===== src/common/embp_defines.svh =====
// Constants for the external memory bus port
`ifndef EMBP_DEFINES_SVH
`define EMBP_DEFINES_SVH

`define EMBP_ADDR_W        16
`define EMBP_DATA_W        24
`define EMBP_IO_WIN_BASE   16'hFFC0
`define EMBP_SEL_IDLE      3'h7
`define EMBP_SEL_XDATA     3'h5
`define EMBP_SEL_YDATA     3'h4
`define EMBP_SEL_PROG      3'h3
`define EMBP_SEL_VECT      3'h2
`define EMBP_STROBE_NS     8
`define EMBP_CLK_NS        4
`define EMBP_STROBE_CYC    ((`EMBP_STROBE_NS + `EMBP_CLK_NS - 1) / `EMBP_CLK_NS)

`endif


===== src/common/embp_pkg.sv =====
// Types for the external memory bus port
`default_nettype none
package embp_pkg;

    // Space chosen by the core for one external transfer
    typedef enum logic [2:0] {
        EMBP_SP_X    = 3'h0,
        EMBP_SP_Y    = 3'h1,
        EMBP_SP_PROG = 3'h2,
        EMBP_SP_VECT = 3'h3
    } embp_space_t;

    // Transfer request from the core
    typedef struct packed {
        embp_space_t  space;
        logic         write;
        logic [15:0]  addr;
        logic [23:0]  wdata;
    } embp_req_t;

    // Bus sequencer states
    typedef enum logic [1:0] {
        EMBP_ST_IDLE   = 2'b00,
        EMBP_ST_STROBE = 2'b01,
        EMBP_ST_END    = 2'b10
    } embp_state_t;

endpackage
`default_nettype wire


===== src/logic/embp_port.sv =====
// External memory bus port: address, data, selects, strobes and I/O window decode
// Functional notes
// - Address holds last value when idle
// - Address floats during reset
// - Data lines float when bus idle
// - Data lines float during reset
// - All bus controls float during reset
// - Program select low only for program and vector access
// - Program select changes with address lines
// - Program select driven high when idle
// - Data select low only for data access
// - Data select driven high when idle
// - Bank select marks X or Y space
// - Read strobe low for whole read
// - Data lines are inputs during read
// - Read data captured at strobe release
// - Selects valid while read strobe low
// - Write strobe low during each write
// - Write data driven while write strobe low
// - Decode low for Y FFC0 to FFFF
// - Decode floats during reset
// - Select encoding: idle, X, Y, program, vector
`include "embp_defines.svh"
`timescale 1ns/1ps
`default_nettype none

////////////////////////////////////////////////////////////////////////////////
// Transfer timing, one strobe phase of STROBE_CYC cycles
//   edge 0              : request taken
//   edge 0              : address, selects and decode load
//   edge 0              : read or write strobe goes low with them
//   edge 1              : strobe held low, width counter runs
//   edge STROBE_CYC     : strobe released
//   edge STROBE_CYC     : read data latched from the data lines
//   edge STROBE_CYC + 1 : selects and decode back to idle
//   edge STROBE_CYC + 1 : ready again for the next request
//
// Address lines keep their value between transfers, so a
// memory that decodes late still sees a steady address.
// Data lines are driven only under the write strobe; under
// the read strobe and when idle they are left to the far side.
// All pin enables are low in reset; all but the data enable rise one edge after it.
//
// Hazards
//   A new request is refused until the idle select code has
//   been shown for a cycle, so selects never glitch straight
//   from one space into another between two transfers.
//   Both strobes come from one direction bit and one phase,
//   so they can never be low together.
//   Reserved select codes never leave this block: the space
//   type maps only onto the four legal codes.
//   Write data stays on the lines for the whole strobe, so
//   the memory may latch it at the releasing edge.
//
// Limits
//   The strobe width is fixed by STROBE_CYC; no wait input.
//   Read data is held until the next read completes.
////////////////////////////////////////////////////////////////////////////////

module embp_port #(
    parameter int STROBE_CYC = `EMBP_STROBE_CYC
) (
    input  wire logic                     ref_clk,
    input  wire logic                     arst_n,
    input  wire embp_pkg::embp_req_t      req,
    input  wire logic                     req_valid,
    output logic                          req_ready,
    output logic [`EMBP_DATA_W-1:0]       rdata,
    output logic                          rdata_valid,
    output logic [`EMBP_ADDR_W-1:0]       address_lines,
    output logic                          address_lines_oe,
    output logic [`EMBP_DATA_W-1:0]       data_lines_o,
    output logic                          data_lines_oe,
    input  wire logic [`EMBP_DATA_W-1:0]  data_lines_i,
    output logic                          program_space_select_n,
    output logic                          data_space_select_n,
    output logic                          bank_select,
    output logic                          read_strobe_n,
    output logic                          write_strobe_n,
    output logic                          ctrl_oe,
    output logic                          io_window_decode_n,
    output logic                          io_window_decode_oe
);

    ////////////////////////////////////////////////////////////////////////////
    // Decoding helpers

    // Select code as program, data, bank
    function automatic logic [2:0] sel_code(input embp_pkg::embp_space_t sp);
        unique case (sp)
            embp_pkg::EMBP_SP_X:    sel_code = `EMBP_SEL_XDATA;
            embp_pkg::EMBP_SP_Y:    sel_code = `EMBP_SEL_YDATA;
            embp_pkg::EMBP_SP_PROG: sel_code = `EMBP_SEL_PROG;
            embp_pkg::EMBP_SP_VECT: sel_code = `EMBP_SEL_VECT;
            default:                sel_code = `EMBP_SEL_IDLE;
        endcase
    endfunction

    // Accesses into the top 64 words of Y space
    function automatic logic in_io_window(input embp_pkg::embp_space_t sp,
                                          input logic [15:0] a);
        in_io_window = (sp == embp_pkg::EMBP_SP_Y) && (a >= `EMBP_IO_WIN_BASE);
    endfunction

    localparam logic [7:0] STROBE_LAST = 8'(STROBE_CYC - 1);

    ////////////////////////////////////////////////////////////////////////////
    // State

    embp_pkg::embp_state_t   state_ff;
    embp_pkg::embp_state_t   nxt_state;
    logic [7:0]              cnt_ff;
    logic [15:0]             addr_ff;
    logic [2:0]              sel_ff;
    logic                    write_ff;
    logic [23:0]             wdata_ff;
    logic                    decode_ff;
    logic                    rd_ff;
    logic                    wr_ff;
    logic                    out_en_ff;
    logic [23:0]             rdata_ff;
    logic                    rvalid_ff;
    logic                    accept;

    // One transfer at a time; new request only while idle
    assign req_ready = (state_ff == embp_pkg::EMBP_ST_IDLE) && out_en_ff;
    assign accept    = req_ready && req_valid;

    // Sequencer: idle, strobe phase, release cycle
    always_comb begin
        nxt_state = state_ff;
        unique case (state_ff)
            embp_pkg::EMBP_ST_IDLE: begin
                if (accept) begin
                    nxt_state = embp_pkg::EMBP_ST_STROBE;
                end
            end
            embp_pkg::EMBP_ST_STROBE: begin
                if (cnt_ff == STROBE_LAST) begin
                    nxt_state = embp_pkg::EMBP_ST_END;
                end
            end
            embp_pkg::EMBP_ST_END: begin
                nxt_state = embp_pkg::EMBP_ST_IDLE;
            end
            default: nxt_state = embp_pkg::EMBP_ST_IDLE;
        endcase
    end

    // State register
    always_ff @(posedge ref_clk or negedge arst_n) begin
        if (!arst_n) begin
            state_ff <= embp_pkg::EMBP_ST_IDLE;
        end else begin
            state_ff <= nxt_state;
        end
    end

    // Strobe width counter
    always_ff @(posedge ref_clk or negedge arst_n) begin
        if (!arst_n) begin
            cnt_ff <= 8'h00;
        end else if (state_ff == embp_pkg::EMBP_ST_STROBE) begin
            cnt_ff <= cnt_ff + 8'h01;
        end else begin
            cnt_ff <= 8'h00;
        end
    end

    // Enables come up one edge after reset release
    always_ff @(posedge ref_clk or negedge arst_n) begin
        if (!arst_n) begin
            out_en_ff <= 1'b0;
        end else begin
            out_en_ff <= 1'b1;
        end
    end

    ////////////////////////////////////////////////////////////////////////////
    // Address, selects and decode, all loaded together at acceptance

    // Address held between transfers
    always_ff @(posedge ref_clk or negedge arst_n) begin
        if (!arst_n) begin
            addr_ff <= 16'h0000;
        end else if (accept) begin
            addr_ff <= req.addr;
        end
    end

    // Select code, driven high when no transfer
    always_ff @(posedge ref_clk or negedge arst_n) begin
        if (!arst_n) begin
            sel_ff <= `EMBP_SEL_IDLE;
        end else if (accept) begin
            sel_ff <= sel_code(req.space);
        end else if (state_ff == embp_pkg::EMBP_ST_END) begin
            sel_ff <= `EMBP_SEL_IDLE;
        end
    end

    // I/O window decode follows the selects
    always_ff @(posedge ref_clk or negedge arst_n) begin
        if (!arst_n) begin
            decode_ff <= 1'b0;
        end else if (accept) begin
            decode_ff <= in_io_window(req.space, req.addr);
        end else if (state_ff == embp_pkg::EMBP_ST_END) begin
            decode_ff <= 1'b0;
        end
    end

    ////////////////////////////////////////////////////////////////////////////
    // Strobes and data

    logic                    nxt_write;
    logic                    strobe_phase;
    logic                    rd_release;

    // Direction of the coming strobe phase: new request or the held one
    assign nxt_write = accept ? req.write : write_ff;

    // Strobe phase runs from acceptance to the last counted cycle
    assign strobe_phase = (nxt_state == embp_pkg::EMBP_ST_STROBE);

    // Read strobe is released at this edge
    assign rd_release = rd_ff && !strobe_phase;

    // Direction captured at acceptance
    always_ff @(posedge ref_clk or negedge arst_n) begin
        if (!arst_n) begin
            write_ff <= 1'b0;
        end else if (accept) begin
            write_ff <= req.write;
        end
    end

    // Write data captured at acceptance, stands through the strobe
    always_ff @(posedge ref_clk or negedge arst_n) begin
        if (!arst_n) begin
            wdata_ff <= 24'h000000;
        end else if (accept) begin
            wdata_ff <= req.wdata;
        end
    end

    // Read strobe low through the strobe phase of a read
    always_ff @(posedge ref_clk or negedge arst_n) begin
        if (!arst_n) begin
            rd_ff <= 1'b0;
        end else begin
            rd_ff <= strobe_phase && !nxt_write;
        end
    end

    // Write strobe low through the strobe phase of a write
    always_ff @(posedge ref_clk or negedge arst_n) begin
        if (!arst_n) begin
            wr_ff <= 1'b0;
        end else begin
            wr_ff <= strobe_phase && nxt_write;
        end
    end

    // One-cycle flag that fresh read data stands
    always_ff @(posedge ref_clk or negedge arst_n) begin
        if (!arst_n) begin
            rvalid_ff <= 1'b0;
        end else begin
            rvalid_ff <= rd_release;
        end
    end

    // Read data latched when the read strobe releases
    always_ff @(posedge ref_clk or negedge arst_n) begin
        if (!arst_n) begin
            rdata_ff <= 24'h000000;
        end else if (rd_release) begin
            rdata_ff <= data_lines_i;
        end
    end

    ////////////////////////////////////////////////////////////////////////////
    // Pin drive

    // Address bus, floated in reset
    assign address_lines          = addr_ff;
    assign address_lines_oe       = out_en_ff;

    // Select code split onto its three pins
    assign program_space_select_n = sel_ff[2];
    assign data_space_select_n    = sel_ff[1];
    assign bank_select            = sel_ff[0];

    // Active-low strobes
    assign read_strobe_n          = !rd_ff;
    assign write_strobe_n         = !wr_ff;

    // One enable for all five bus controls
    assign ctrl_oe                = out_en_ff;

    // I/O window decode and its enable
    assign io_window_decode_n     = !decode_ff;
    assign io_window_decode_oe    = out_en_ff;

    // Data driven only under the write strobe; input otherwise
    assign data_lines_o           = wdata_ff;
    assign data_lines_oe          = wr_ff && out_en_ff;

    // Read result towards the core
    assign rdata                  = rdata_ff;
    assign rdata_valid            = rvalid_ff;

endmodule
`default_nettype wire


===== config.mk =====
export PLATFORM = sky130hd
export DESIGN_NAME = embp_port
export DESIGN_NICKNAME = d
export VERILOG_FILES = /design/src/common/embp_pkg.sv /design/src/logic/embp_port.sv
export VERILOG_INCLUDE_DIRS = /design/src /design/src/common
export SDC_FILE = /design/constraint.sdc
export NUM_CORES = 1
export LEC_CHECK = 0
export ABC_AREA = 1
export CAP_MARGIN = 20
export CORE_UTILIZATION = 26
export DETAILED_ROUTE_END_ITERATION = 12
export DONT_BUFFER_PORTS = 1
export PLACE_DENSITY = 0.43
export SLEW_MARGIN = 25
export SYNTH_ARGS = -nofsm -noshare
export SYNTH_HDL_FRONTEND = slang
export SYNTH_SLANG_ARGS = --single-unit

===== constraint.sdc =====
create_clock -name ref_clk -period 1.95 [get_ports ref_clk]
set_clock_uncertainty 0.1 [all_clocks]
set_input_delay 0.0975 -clock ref_clk [delete_from_list [all_inputs] [get_ports ref_clk]]
set_output_delay 0.0975 -clock ref_clk [all_outputs]
set_load 0.02 [all_outputs]

==> results_dict.tcl <==
set metrics [dict create \
    endpoint "rdata[3]" \
    ys_warn_count 0 \
    path_max_fanout 17 \
    firstDrtPassIters 4 \
    worst_pin_slew_ns 0.539 \
    grt_use_total_pct 13.3 \
    ys_ff_latch 83 \
    crit_slowest_cell "dfrtp_1" \
    fin_crit_sh_pct 86.3 \
    drt_iter0_drc 128 \
    drt-total-wl_um 8620 \
    fin_crit_ns 1.68 \
    grt_max_degree 84 \
    drive_gt1_share_pct 7.51 \
    synth_cell_types 26 \
    place_hpwl_um 5530 \
    io_pins 147 \
    violations "negative hold slack" \
    post_cts_buffers 0 \
    setup_slack_ns 0.266 \
    postRouteAntennaNets 0 \
    grt_pass1_wl_um 13500 \
    n_antenna_cell 0 \
    async_reset_ff_share_pct 100 \
    portBuffers 0 \
    max_freq_mhz 594 \
    cp.arrival_ns 1.82 \
    worst_setup_path_start_kind "flop" \
    power_density_nw_per_um2 1580 \
    finalHoldViolations 83 \
    drc 0 \
    avgViaCountPerCell 4.33 \
    rows 41 \
    ys.flop_type "dfrtp_1" \
    hp-class "in -> async" \
    cp_top_family "simple AND/OR/NAND/NOR gates" \
    cap_violations 0 \
    cts_root_buf "clkbuf_16" \
    dp_slack_ns 0.254 \
    cts_tree "built" \
    clk_latency_ns 0.34 \
    rrSetupSlack_ns 0.27 \
    relSlewSlack_pct 64.1 \
    cts_made_buffers 9 \
    place.gp.congestion 0.686 \
    antenna_found_initial 0 \
    synth_xor_area_share_pct 0 \
    synthesis.nets 452 \
    clkTransAtPathRegs_ns 0.07 \
    syn_inst 379 \
    synth_mux_area_share_pct 0 \
    syn_area_per_cell_um2 8.94 \
    crit_buf_inv 1 \
    synth-edff-count 0 \
    die_h_um 116 \
    cts_hold_buf 69 \
    rsz0062_at_grt "false" \
    r2r_end "rdata[3]" \
    fin_hold_ws_ns -0.649 \
    ys_top_cells_by_count "nand2_1 (181), dfrtp_1 (80), nand4_1 (24)" \
    synth_area_leaders "dfrtp_1 (59%), nand2_1 (20%), nand4_1 (4.4%)" \
    crit_path_end_kind "flop" \
    worstSetupPathType "reg -> reg" \
    grt_overflow_total 0 \
    die_x_um 116 \
    cp.required_ns 2.08 \
    cts.sinks 83 \
    cpPeakStageDelay_ns 0.39 \
    grt_pass1_vias 2739 \
    crit_chain "inv_1, ha_1, nand2_1, nor2_1, nand2_1, nand2_4, nand3_2, nand2_1, nand2_1" \
    p_leak_nw 2.27 \
    synth-compound-area-share_pct 2.73 \
    synth-simple-area-share_pct 29.2 \
    cp_common_cell "nand2_1" \
    synth_top_family_by_area "simple AND/OR/NAND/NOR gates" \
    r2r_cells 9 \
    critPathLaunch "cnt_ff[1]" \
    wl_per_cell_um 13.8 \
    cts_max_level 3 \
    start_util_pct 26.7 \
    finalSetupViolCount 0 \
    utilization_pct 36.2 \
    synth.largest_area_cell "dfrtp_1" \
    fin_nets 521 \
    power_mw 7.27 \
    die_area_um2 13500 \
    tns_ns 0 \
    via_count 2707 \
    clockBufferDepth 2 \
    peakVddDrop_mv 0.587 \
    syn_area_um2 3390 \
    cp_num_cells 9 \
    synth_fa_ha_area_share_pct 0.739 \
    coreArea_um2 12700 \
    synth.most_common_cell "nand2_1" \
    area.growth.synth_to_final_pct 35.4 \
    slew_viol_final 0 \
    outcome "finished with violations" \
    synth_top_area_share_pct 59.1 \
    synth-seq-area-share_pct 61.4 \
    r2r-start "cnt_ff[1]" \
]
-- report_power, final --
| part | internal [mW] | switching (mW) | leakage, nW |
|---|---|---|---|
| sequential | 2.48 | 1.42 | 1.04 |
| clock | 1.13 | 0.715 | 0.152 |
| combinational | 0.602 | 0.926 | 1.08 |
| total | 4.21 | 3.06 | 2.27 |
-- timing repair --
item | 4_1_cts | 5_1_grt
endpoints found under the hold margin | 154 | 83
resized for setup | 0 | 0
endpoints found under the setup margin | 0 | 8
-- layout make-up --
type,instances,area (um2)
fill,1275,8080
sequential,83,2080
multi-input combinational,256,1120
timing repair buffer,78,771
clock buffer,9,225
tap,172,215
clock inverter,7,101
inverter,20,75.1
-- logic make-up (layout without fill, tap and decap cells) --
logic type / after synthesis / in the layout
AOI/OAI and AO/OA: 17 / 17
adders and majority gates: 2 / 2
buffers and inverters: 41 / 114
DFF: 83 / 83
other: 1 / 1
and+or+nand+nor: 235 / 236
-- routing by layer --
layer | track usage (%) | share of wire (%) | vias to the layer above
met5 | 0 | 0 | -
met4 | 5.47 | 1.6 | 0
met3 | 5.24 | 7.9 | 12
met2 | 21.8 | 46 | 104
met1 | 15.7 | 44 | 1259
li1 | - | - | 1332
-- metrics by stage --
| stage | instances | area, um2 |
|---|---|---|
| 6_report | 625 | 4590 |
| 5_1_grt | 625 | 4590 |
| 4_1_cts | 624 | 4580 |
| 3_5_place_dp | 539 | 3560 |
| 3_3_place_gp | 539 | 3560 |
| 2_1_floorplan | 379 | 3390 |
-- how the worst min path moves through the flow --
| stage | from | to | slack (ns) | depth (start not counted) |
|---|---|---|---|---|
| floorplan | arst_n | address_lines[0] | -0.30 | 0 |
| global placement | arst_n | rdata[2] | -0.29 | 0 |
| detailed placement | arst_n | rdata[2] | -0.29 | 0 |
| CTS | arst_n | rdata[13] | -0.67 | 0 |
| global route | arst_n | rdata[3] | -0.68 | 0 |
| finish | arst_n | cnt_ff[7] | -0.65 | 0 |
-- registers in the layout, indices dropped and copies added (netlist names), 2 cells and up --
register       cells
rdata             24
address_lines     16
data_lines_o      24
sel_ff             3
cnt_ff             8
state_ff           2
-- placed cells by master (no fill, tap or decap), drive strengths merged, types with 3 or more instances in the layout --
master,netlist,final
nand2,182,182
dfrtp,80,80
dlygate4sd3,0,69
nand4,24,24
inv,20,21
nor2,16,16
clkbuf,3,9
buf,18,9
nand3,7,8
o21ai,7,7
a21oi,6,6
nor3,4,4
dfstp,3,3
Note: power is estimated with default switching activity, not from simulation.
